File: config.mk
export PLATFORM = sky130hd
export DESIGN_NAME = i2c_bit_timing_divider
export DESIGN_NICKNAME = d
export VERILOG_FILES = /design/src/verilog/i2c_timing_pkg.sv /design/src/verilog/i2c_bit_timing_divider.sv
export SDC_FILE = /design/constraint.sdc
export NUM_CORES = 1
export LEC_CHECK = 0
export BUFFER_PORTS_ARGS = -buffer_cell sky130_fd_sc_hd__buf_4
export CAP_MARGIN = 20
export CORE_ASPECT_RATIO = 0.8
export CORE_MARGIN = 2
export CORE_UTILIZATION = 62
export CTS_CLUSTER_DIAMETER = 200
export DETAILED_ROUTE_END_ITERATION = 6
export PLACE_DENSITY = 0.83
export SLEW_MARGIN = 20
export SYNTH_ARGS = -nofsm -noshare
export SYNTH_HDL_FRONTEND = slang
export SYNTH_SLANG_ARGS = --single-unit
File: constraint.sdc
create_clock -name clk_in -period 26.7 [get_ports clk_in]
set_input_delay 5.34 -clock clk_in [delete_from_list [all_inputs] [get_ports clk_in]]
set_output_delay 5.34 -clock clk_in [all_outputs]
set_load 0.05 [all_outputs]
File: src/verilog/i2c_timing_pkg.sv
// constants, types and register map of the two-wire bit timing block
`default_nettype none
package i2c_timing_pkg;

  // ------------------------------------------------------------------
  // register byte offsets
  // ------------------------------------------------------------------
  localparam logic [7:0] DIV_REG_OFS = 8'h00;
  localparam logic [7:0] CTRL_REG_OFS = 8'h04;
  localparam logic [7:0] CMD_REG_OFS = 8'h08;
  localparam logic [7:0] STAT_REG_OFS = 8'h0c;
  localparam logic [7:0] TIME0_REG_OFS = 8'h10;
  localparam logic [7:0] TIME1_REG_OFS = 8'h14;

  // ------------------------------------------------------------------
  // field positions and reset values
  // ------------------------------------------------------------------
  localparam int DIV_SEL_LSB = 0;
  localparam int FSR_LSB = 8;
  localparam int CMD_OP_LSB = 0;
  localparam int CMD_BIT_POS = 4;
  localparam int CTRL_EN_POS = 0;
  localparam logic [5:0] DIV_SEL_RESET = 6'h00;
  localparam logic [5:0] FSR_RESET = 6'h10;
  localparam logic CTRL_EN_RESET = 1'b0;

  // ------------------------------------------------------------------
  // timing figures in memory-bus clock cycles, plus divider codes and a halving count
  // ------------------------------------------------------------------
  localparam logic [15:0] HOLD_BASE = 16'h0008;
  localparam logic [15:0] HOLD_UNIT = 16'h0010;
  localparam logic [15:0] SH_LIMIT_LO = 16'h0010;
  localparam logic [15:0] SH_LIMIT_HI = 16'h0009;
  localparam logic [15:0] RATIO_TOP = 16'hf000;
  localparam logic [5:0] CODE_TOP_LO = 6'h1f;
  localparam logic [5:0] CODE_HI_SHIFT0 = 6'h24;
  localparam int SH_HALVINGS = 12;

  // ------------------------------------------------------------------
  // commands, states and bus carrier
  // ------------------------------------------------------------------
  typedef enum logic [1:0] {
    OP_START = 2'b00,
    OP_BIT = 2'b01,
    OP_STOP = 2'b10,
    OP_RESTART = 2'b11
  } op_t;

  typedef enum logic [2:0] {
    ST_IDLE = 3'b000,
    ST_START_HOLD = 3'b001,
    ST_PARK = 3'b010,
    ST_LOW = 3'b011,
    ST_HIGH = 3'b100
  } state_t;

  typedef struct packed {
    logic cyc;
    logic stb;
    logic we;
    logic [3:0] sel;
    logic [7:0] adr;
    logic [31:0] dat;
  } wb_req_t;

endpackage : i2c_timing_pkg
`default_nettype wire

File: src/verilog/i2c_bit_timing_divider.sv
// two-wire bus bit timing: input filter, divider select and master bit sequencer
//
// Contract
// - Every generated or checked bus interval is a whole count of memory-bus clock cycles.
// - SCL and SDA are filtered before use, lagging the pin by filter rate plus two up to filter rate times two plus one.
// - Decisions on incoming bus levels are taken on the filter sample tick, not on SCL edges; the sequencer acts on the filtered levels every clock cycle.
// - The 6-bit divider select maps each code to a fixed ratio from 160 up to 61440.
// - Each distinct ratio yields its own distinct generated serial clock frequency.
// - After a start, SDA stays low for ratio/16 halved until below 16, or below 9 if bit 5 is set.
// - As master, data is set up before the rising clock for half the ratio minus the data hold.
// - Before a repeated start, clock and data stay high for the full ratio plus the start hold.
//
// Added by the designer: the Wishbone register port and the register addresses.
`timescale 1ns/100ps
`default_nettype none

module i2c_bit_timing_divider (
  input wire logic clk_in,
  input wire logic reset_in,
  input wire i2c_timing_pkg::wb_req_t wb_req_in,
  output logic [31:0] wb_dat_out,
  output logic wb_ack_out,
  input wire logic scl_in,
  output logic scl_out,
  output logic scl_oe_out,
  input wire logic sda_in,
  output logic sda_out,
  output logic sda_oe_out,
  output logic done_out
);
  import i2c_timing_pkg::*;

  // ------------------------------------------------------------------
  // decode functions
  // ------------------------------------------------------------------
  // ratio of a divider code; upper half runs from 160 to 32768
  function automatic logic [15:0] ratio_of(input logic [5:0] code);
    logic [5:0] idx;
    logic [15:0] base;
    idx = code - CODE_HI_SHIFT0;
    base = 16'h0000;
    if (code == CODE_TOP_LO)
      ratio_of = RATIO_TOP;
    else if (!code[5])
    begin
      case (code[1:0])
        2'b00: base = 16'h0120;
        2'b01: base = 16'h0140;
        2'b10: base = 16'h0180;
        default: base = 16'h01c0;
      endcase
      ratio_of = base << code[4:2];
    end
    else if (code < CODE_HI_SHIFT0)
    begin
      case (code[1:0])
        2'b00: base = 16'h00a0;
        2'b01: base = 16'h00c0;
        2'b10: base = 16'h00e0;
        default: base = 16'h0100;
      endcase
      ratio_of = base;
    end
    else
    begin
      case (idx[1:0])
        2'b00: base = 16'h0140;
        2'b01: base = 16'h0180;
        2'b10: base = 16'h01e0;
        default: base = 16'h0200;
      endcase
      ratio_of = base << idx[4:2];
    end
  endfunction : ratio_of

  // start hold: ratio/16 halved until under the limit picked by bit 5
  function automatic logic [15:0] start_hold_of(input logic [15:0] ratio, input logic b5);
    logic [15:0] v;
    logic [15:0] lim;
    v = ratio >> 4;
    lim = b5 ? SH_LIMIT_HI : SH_LIMIT_LO;
    for (int i = 0; i < SH_HALVINGS; i++)
    begin
      if (v >= lim)
        v = v >> 1;
    end
    start_hold_of = (v == 16'h0000) ? 16'h0001 : v;
  endfunction : start_hold_of

  // data hold after the falling clock edge
  function automatic logic [15:0] hold_of(input logic [5:0] code);
    logic [15:0] mult;
    case ({code[5], code[1]})
      2'b10: mult = 16'h0001;
      2'b11: mult = 16'h0002;
      2'b00: mult = 16'h0003;
      default: mult = 16'h0004;
    endcase
    hold_of = HOLD_BASE + ((HOLD_UNIT << code[4:2]) * mult);
  endfunction : hold_of

  // ------------------------------------------------------------------
  // declarations
  // ------------------------------------------------------------------
  logic [5:0] div_sel_q;
  logic [5:0] fsr_q;
  logic enable_q;
  logic ack_q;
  logic [31:0] rdat_q;
  logic [5:0] fcnt_q;
  logic [1:0] samp1_q;
  logic [1:0] samp2_q;
  logic [1:0] qual_q;
  state_t state_q, state_d;
  op_t op_q, op_d;
  logic [16:0] cnt_q, cnt_d;
  logic scl_drv_q, scl_drv_d;
  logic sda_drv_q, sda_drv_d;
  logic bit_q, bit_d;
  logic rx_q, rx_d;
  logic done_q, done_d;
  logic [15:0] ratio_q, ratio_d;
  logic [15:0] sh_q, sh_d;
  logic [15:0] hold_q, hold_d;
  logic [16:0] low_len_q;
  logic [16:0] hi_len_q;
  logic [16:0] sh_len_q;

  // ------------------------------------------------------------------
  // bus decode
  // ------------------------------------------------------------------
  wire req_w = wb_req_in.cyc && wb_req_in.stb && !ack_q;
  wire wr_w = req_w && wb_req_in.we;
  wire div_wr_w = wr_w && (wb_req_in.adr == DIV_REG_OFS);
  wire ctrl_wr_w = wr_w && (wb_req_in.adr == CTRL_REG_OFS) && wb_req_in.sel[0];
  wire cmd_go = wr_w && (wb_req_in.adr == CMD_REG_OFS) && wb_req_in.sel[0];
  wire op_t cmd_op = op_t'(wb_req_in.dat[CMD_OP_LSB +: 2]);
  wire cmd_bit = wb_req_in.dat[CMD_BIT_POS];
  wire scl_q = qual_q[0];
  wire sda_q = qual_q[1];

  wire [15:0] ratio_w = ratio_of(div_sel_q);
  // start hold from ratio and bit 5
  wire [15:0] sh_w = start_hold_of(ratio_w, div_sel_q[5]);
  // data hold from bits 5, 4..2 and 1
  wire [15:0] hold_w = hold_of(div_sel_q);
  wire [15:0] half_w = {1'b0, ratio_w[15:1]};
  wire [15:0] setup_w = (hold_w < half_w) ? (half_w - hold_w) : 16'h0001;

  // latched timing limits for the running transfer
  // half-ratio clock phase
  wire [16:0] half_lim = {2'b00, ratio_q[15:1]};
  wire [16:0] hold_lim = ({1'b0, hold_q} < half_lim) ? {1'b0, hold_q} : (half_lim - 17'h00001);
  // repeated start needs full ratio plus start hold high
  wire [16:0] rs_lim = {1'b0, ratio_q} + {1'b0, sh_q};
  wire [16:0] high_lim = (op_q == OP_RESTART) ? rs_lim : half_lim;
  wire [16:0] cnt_inc = cnt_q + 17'h00001;

  // read mux
  wire [31:0] rsel_w =
    (wb_req_in.adr == DIV_REG_OFS) ? {18'h00000, fsr_q, 2'b00, div_sel_q} :
    (wb_req_in.adr == CTRL_REG_OFS) ? {31'h00000000, enable_q} :
    (wb_req_in.adr == STAT_REG_OFS) ?
      {27'h0000000, (state_q == ST_PARK), sda_q, scl_q, rx_q, (state_q != ST_IDLE)} :
    (wb_req_in.adr == TIME0_REG_OFS) ? {hold_w, ratio_w} :
    (wb_req_in.adr == TIME1_REG_OFS) ? {setup_w, sh_w} : 32'h00000000;

  // ------------------------------------------------------------------
  // wishbone slave registers
  // ------------------------------------------------------------------
  always_ff @(posedge clk_in or posedge reset_in)
  begin
    if (reset_in)
    begin
      ack_q <= 1'b0;
      rdat_q <= 32'h00000000;
      div_sel_q <= DIV_SEL_RESET;
      fsr_q <= FSR_RESET;
      enable_q <= CTRL_EN_RESET;
    end
    else
    begin
      ack_q <= req_w;
      rdat_q <= req_w ? rsel_w : rdat_q;
      if (div_wr_w && wb_req_in.sel[0])
        div_sel_q <= wb_req_in.dat[DIV_SEL_LSB +: 6];
      if (div_wr_w && wb_req_in.sel[1])
        fsr_q <= wb_req_in.dat[FSR_LSB +: 6];
      if (ctrl_wr_w)
        enable_q <= wb_req_in.dat[CTRL_EN_POS];
    end
  end

  // ------------------------------------------------------------------
  // input filter
  // ------------------------------------------------------------------
  // sample tick every fsr cycles
  wire tick_w = (fcnt_q == 6'h00);

  always_ff @(posedge clk_in or posedge reset_in)
  begin
    if (reset_in)
      fcnt_q <= 6'h00;
    else if (tick_w)
      fcnt_q <= (fsr_q == 6'h00) ? 6'h00 : (fsr_q - 6'h01);
    else
      fcnt_q <= fcnt_q - 6'h01;
  end

  // two sample stages plus one output stage per line
  for (genvar g = 0; g < 2; g++)
  begin : g_filt
    wire raw_w = (g == 0) ? scl_in : sda_in;
    always_ff @(posedge clk_in or posedge reset_in)
    begin
      if (reset_in)
      begin
        samp1_q[g] <= 1'b1;
        samp2_q[g] <= 1'b1;
        qual_q[g] <= 1'b1;
      end
      else
      begin
        if (tick_w)
        begin
          samp1_q[g] <= raw_w;
          samp2_q[g] <= samp1_q[g];
        end
        if (samp1_q[g] == samp2_q[g])
          qual_q[g] <= samp2_q[g];
      end
    end
  end

  // ------------------------------------------------------------------
  // master bit sequencer
  // ------------------------------------------------------------------
  // every phase is a cycle count on the bus clock
  always_comb
  begin
    state_d = state_q;
    op_d = op_q;
    cnt_d = cnt_q;
    scl_drv_d = scl_drv_q;
    sda_drv_d = sda_drv_q;
    bit_d = bit_q;
    rx_d = rx_q;
    done_d = 1'b0;
    ratio_d = ratio_q;
    sh_d = sh_q;
    hold_d = hold_q;
    case (state_q)
      ST_IDLE:
      begin
        scl_drv_d = 1'b0;
        sda_drv_d = 1'b0;
        if (cmd_go && cmd_op == OP_START && scl_q && sda_q)
        begin
          ratio_d = ratio_w;
          sh_d = sh_w;
          hold_d = hold_w;
          sda_drv_d = 1'b1;
          cnt_d = 17'h00000;
          state_d = ST_START_HOLD;
        end
      end
      ST_START_HOLD:
      begin
        cnt_d = cnt_inc;
        // data low for the start hold before the first clock
        if (cnt_inc == {1'b0, sh_q})
        begin
          scl_drv_d = 1'b1;
          done_d = 1'b1;
          state_d = ST_PARK;
        end
      end
      ST_PARK:
        if (cmd_go && cmd_op != OP_START)
        begin
          op_d = cmd_op;
          bit_d = cmd_bit;
          cnt_d = 17'h00000;
          state_d = ST_LOW;
        end
      ST_LOW:
      begin
        cnt_d = cnt_inc;
        // data changes once the hold count has elapsed
        if (cnt_inc == hold_lim)
          sda_drv_d = (op_q == OP_BIT) ? !bit_q : (op_q == OP_STOP);
        // low phase of half the ratio
        if (cnt_inc == half_lim)
        begin
          scl_drv_d = 1'b0;
          cnt_d = 17'h00000;
          state_d = ST_HIGH;
        end
      end
      ST_HIGH:
      begin
        // high time counts only from the qualified high level
        cnt_d = scl_q ? cnt_inc : 17'h00000;
        // data has stood since the hold point until here
        if (scl_q && cnt_inc == high_lim)
        begin
          cnt_d = 17'h00000;
          done_d = (op_q != OP_RESTART);
          case (op_q)
            OP_BIT:
            begin
              rx_d = sda_q;
              scl_drv_d = 1'b1;
              state_d = ST_PARK;
            end
            OP_STOP:
            begin
              sda_drv_d = 1'b0;
              state_d = ST_IDLE;
            end
            default:
            begin
              sda_drv_d = 1'b1;
              state_d = ST_START_HOLD;
            end
          endcase
        end
      end
      default:
        state_d = ST_IDLE;
    endcase
    if (!enable_q)
    begin
      state_d = ST_IDLE;
      scl_drv_d = 1'b0;
      sda_drv_d = 1'b0;
    end
  end

  // sequencer and assertion helper registers
  always_ff @(posedge clk_in or posedge reset_in)
  begin
    if (reset_in)
    begin
      state_q <= ST_IDLE;
      op_q <= OP_START;
      cnt_q <= 17'h00000;
      scl_drv_q <= 1'b0;
      sda_drv_q <= 1'b0;
      bit_q <= 1'b0;
      rx_q <= 1'b0;
      done_q <= 1'b0;
      ratio_q <= 16'h0000;
      sh_q <= 16'h0000;
      hold_q <= 16'h0000;
      low_len_q <= 17'h00000;
      hi_len_q <= 17'h00000;
      sh_len_q <= 17'h00000;
    end
    else
    begin
      state_q <= state_d;
      op_q <= op_d;
      cnt_q <= cnt_d;
      scl_drv_q <= scl_drv_d;
      sda_drv_q <= sda_drv_d;
      bit_q <= bit_d;
      rx_q <= rx_d;
      done_q <= done_d;
      ratio_q <= ratio_d;
      sh_q <= sh_d;
      hold_q <= hold_d;
      low_len_q <= scl_drv_q ? (low_len_q + 17'h00001) : 17'h00000;
      // saturates instead of wrapping during a long idle
      hi_len_q <= !scl_drv_q ? (hi_len_q + {16'h0000, !(&hi_len_q)}) : 17'h00000;
      sh_len_q <= (state_q == ST_START_HOLD) ? (sh_len_q + 17'h00001) : 17'h00000;
    end
  end

  // open-drain pins: only ever pull low
  assign scl_out = 1'b0;
  assign sda_out = 1'b0;
  assign scl_oe_out = scl_drv_q;
  assign sda_oe_out = sda_drv_q;
  assign done_out = done_q;
  assign wb_ack_out = ack_q;
  assign wb_dat_out = rdat_q;
endmodule : i2c_bit_timing_divider

`default_nettype wire

==> impl_summary.md <==
Routing
Dividing the detail-routed via count by the number of cells gives between 6 and 7. The routed layout has between 10000 and 15000 vias. Dividing the detail-routed wire length by the instance count gives ~19 um.

Before antenna repair, the detailed router went through 5 iterations. The detail route stage leaves a number of antenna-violating nets equal to 0. The total wire length is about 31 mm. The first routing iteration left about 940 violations. After detailed routing, the number of remaining DRC violations is 0.

STA
The clock period minus final worst setup slack is 24760 ps. For this run, the top clock speed supported by timing is a little over 40 MHz. On the final layout, the worst clock skew is roughly 6.4 ps. The actual slew at the worst max-slew pin is between 1000 and 1500 ps. The worst relative slew slack is around a quarter. The number of failing hold endpoints at the final stage is 0. The final-layout worst hold slack is between 400 and 500 ps. The part of the cycle the worst path needs is slightly above 90%.

The number of pins with negative max-slew slack in the final report is 0. Setup repair after global routing left no endpoint under its margin. The final setup slack of the worst path is ~1900 ps.

The number of setup violations in the final report is 0. For the final routed database, the setup TNS stands at 0 ps.

Place
The half-perimeter wire length of the detailed placement result is about 23 mm. The post-detailed-placement cell area is about 0.012 mm2. The number of port buffers is 62. The pre-CTS worst setup slack is ~2200 ps. The congestion estimate from routability-driven global placement came to approximately 0.94. After detailed placement, the design holds a cell count of between 1500 and 2000.

Clock tree
The TritonCTS clock tree is built. After clock tree synthesis, the flow added hold-fix buffers numbering 0. The buffer type at the clock tree root is sky130_fd_sc_hd__clkbuf_16. The TritonCTS buffer count is 17. Clock-pin slew was measured on the worst setup and hold paths at roughly 50 ps.

The maximum level of the CTS H-tree is 4. The largest buffer count on any clock path is 2. Counting every sink on the clock net gives 119. The clock latency on the worst-skew pair is 430 ps.

Floorplanning
The starting density of the core is between 60% and 70%. The die is 155 um wide. The die height is between 100 and 150 um. The floorplan step defined a core boundary enclosing approximately 0.018 mm2. Pin placement for this block handled a little under 90 I/O pins. The die covers about 0.019 mm2. Row generation in the floorplan step produced 44 rows.

Global route
The via count of the first global-routing pass is 10000. The maximum number of pins on one net before global-route repair is 82. The residual overflow from global routing is 0.

The number of antenna violations at the first check in global routing is 0. The first global-routing pass estimated 50.4 mm of wire. Global routing used about a third of the available tracks across all layers.

Synthesis
By count the netlist is led by sky130_fd_sc_hd__nand2_1, sky130_fd_sc_hd__dfrtp_1, sky130_fd_sc_hd__ha_1, sky130_fd_sc_hd__o21ai_0, sky130_fd_sc_hd__nor2_1. After synthesis, the share of flip-flops with an asynchronous set or reset is 100%. The number of enable-type register cells in the synthesized netlist is 0. The top cell type by area accounts for approximately a quarter of the synthesized area. In the post-synthesis netlist, the cell with the most instances is sky130_fd_sc_hd__nand2_1. The flip-flop and latch count after synthesis is ~120. The distinct cell type count of the synthesized netlist is 100. The cell count after synthesis came out at between 1000 and 1500. The portion of the post-synthesis area used by sequential elements is between 20% and 30%. For this run, the number of Yosys warnings is 0. The post-synthesis area per instance is between 8 and 9 um2. The post-synthesis cell area is about 0.011 mm2. The synthesized design spends more area on one cell type than any other, namely sky130_fd_sc_hd__dfrtp_1.

In the post-synthesis netlist, the biggest area contributors are sky130_fd_sc_hd__dfrtp_1, sky130_fd_sc_hd__ha_1, sky130_fd_sc_hd__xnor2_1. The dominant register cell in the synthesized netlist is sky130_fd_sc_hd__dfrtp_1.

Finish
The layout cell share with drive strength beyond 1 is 12.5%. The layout overhead on the synthesized area is 10.9%. The post-route cell area is around 0.013 mm2. The count of placed standard cells in the final layout, fillers left out is about 1700. The layout has roughly 1400 filler cells.

At the end of the flow the core is filled with cells to around 70%. In the final design database the tool counted between 1500 and 2000 nets. The number of antenna cells inserted is 0.

Worst setup path
The maximum net fanout on the critical path is 17. Broken down by cell family, the worst path's largest delay share belongs to compound AO/OA/AOI/OAI gates. The slowest stage of the critical path is the sky130_fd_sc_hd__or4b_2 cell. The buffers plus inverters on the worst setup path is 6. STA puts the critical path data arrival time at about 25000 ps.

The endpoint kind of the worst setup timing path is a register. The critical path crosses 89 cells after its start point. The type of the worst setup path is reg -> reg. By instance count, the cell type seen most on the critical path is sky130_fd_sc_hd__ha_1. At the worst endpoint, the required time is between 20000 and 30000 ps. The count of cells along the worst register-to-register path is 89.

The largest incremental delay on the critical path is around 750 ps. The startpoint type of the worst setup path is a register.

Power and ir drop
The clock network accounts for 27.2% of the total power. The overall power of the completed layout is 0.879 mW. The internal cell power is 0.525 mW. The sequential fraction of design power is between 20 and 25%. Combinational logic burns a little under half of the power.

The switching part of the total is about 40%. In this run the static leakage power is between 5 and 6 nW. The maximum vdd ir drop is around 0.054 mV. For this design the total switching power over the nets is ~0.35 mW. The cell area power density is about 70 mW/mm2.

Run status
The flow ran to the end, and the final reports show no timing, DRC or antenna violations.

Min path
The class of the tightest hold or removal check is reg -> reg. Along the worst hold path, the cell count comes to 2.

Flow run
The max capacitance violation total is 0.
-- layer usage --
layer | up-vias | part of all wire, % | track usage (%)
li1 | 5020 | - | -
met1 | 5117 | 43 | 44.7
met2 | 467 | 46 | 49.8
met3 | 62 | 9.0 | 5.55
met4 | 0 | 2.0 | 10.7
met5 | - | 0 | 0
-- layout by cell type, fill, tap and decap left out, types with 10 or more instances in the layout --
master and n:
sky130_fd_sc_hd__a211oi_1 10, sky130_fd_sc_hd__a21oi_1 76, sky130_fd_sc_hd__a21o_1 22, sky130_fd_sc_hd__buf_4 71, sky130_fd_sc_hd__xor2_1 25, sky130_fd_sc_hd__o21ai_0 105, sky130_fd_sc_hd__and3_1 23, sky130_fd_sc_hd__a211o_1 10
sky130_fd_sc_hd__and2_1 18, sky130_fd_sc_hd__nor2_1 90, sky130_fd_sc_hd__clkbuf_16 17, sky130_fd_sc_hd__nor4_1 10, sky130_fd_sc_hd__nor3_1 36, sky130_fd_sc_hd__mux2_2 23, sky130_fd_sc_hd__inv_1 72, sky130_fd_sc_hd__nand4_1 17
sky130_fd_sc_hd__nand2b_1 32, sky130_fd_sc_hd__nand2_1 139, sky130_fd_sc_hd__xnor2_1 75, sky130_fd_sc_hd__o21a_1 13, sky130_fd_sc_hd__mux2i_1 18, sky130_fd_sc_hd__nor2b_1 22, sky130_fd_sc_hd__nand3_1 47, sky130_fd_sc_hd__o21ai_1 10
sky130_fd_sc_hd__ha_1 104, sky130_fd_sc_hd__dfrtp_1 111
-- flip-flops by register name (all words and copies together), names as in the netlist, 6 cells and up --
| name | count |
|---|---|
| ratio_q | 11 |
| fcnt_q | 6 |
| fsr_q | 6 |
| cnt_q | 17 |
| wb_dat_out | 30 |
| sh_q | 12 |
| div_sel_q | 6 |
| hold_q | 13 |
-- repair_timing --
action / CTS / global route
setup endpoints to repair: 0 / 2
gates resized for setup: 0 / 2
setup buffers: 0 / 0
hold endpoints to repair: 0 / 0
-- final timing paths --
| kind | from | end | slack (ps) |
|---|---|---|---|
| min in group asynchronous | reset_in | ratio_q[9]$_DFFE_PP0P_ | 4930 |
| worst max register to register | div_sel_q[3]$_DFFE_PP0P_ | wb_dat_out[3]$_DFFE_PP0P_ | 1940 |
| worst min-delay path | wb_dat_out[19]$_DFFE_PP0P_ | wb_dat_out[19]$_DFFE_PP0P_ | 490 |
| max in group asynchronous | reset_in | sh_q[2]$_DFFE_PP0P_ | 20630 |
| worst min register to register | wb_dat_out[19]$_DFFE_PP0P_ | wb_dat_out[19]$_DFFE_PP0P_ | 490 |
| worst max-delay path | div_sel_q[3]$_DFFE_PP0P_ | wb_dat_out[3]$_DFFE_PP0P_ | 1940 |
-- logic make-up (layout without fill, tap and decap cells) --
group | after synthesis | after routing | synth area share (%)
buffers and inverters | 132 | 183 | 4.65
AOI/OAI and AO/OA | 365 | 365 | 21.6
adders and majority gates | 116 | 116 | 13.3
and+or+nand+nor | 488 | 488 | 22.0
xor gates and xnor gates | 100 | 100 | 7.71
muxes | 46 | 46 | 4.44
DFF | 119 | 119 | 26.3
other | 1 | 4 | 0.0330
-- layout make-up --
| class | instances | area, um2 | share of cell area (%) |
|---|---|---|---|
| clock inverter | 10 | 153 | 1.21 |
| clock buffer | 22 | 444 | 3.52 |
| tap | 230 | 288 | 2.28 |
| timing repair buffer | 73 | 573 | 4.55 |
| multi-input combinational | 1119 | 7870 | 62.4 |
| inverter | 78 | 295 | 2.34 |
| sequential | 119 | 2990 | 23.7 |
-- power groups by stage --
stage | Combinational [mW] | Clock [mW] | Sequential, mW
final | 0.421 | 0.239 | 0.219
after global routing | 0.457 | 0.248 | 0.221
after CTS | 0.411 | 0.239 | 0.218
after detailed placement | 0.407 | 0 | 0.220
after global placement | 0.396 | 0 | 0.220
after floorplan | 0.322 | 0 | 0.221
-- tightest hold or removal path, cell delays in order (launching register included) --
cell,delay [ps]
sky130_fd_sc_hd__dfrtp_1,350
sky130_fd_sc_hd__nand2_1,50
sky130_fd_sc_hd__nand2_1,50
Power figures use the tool's default switching activity.
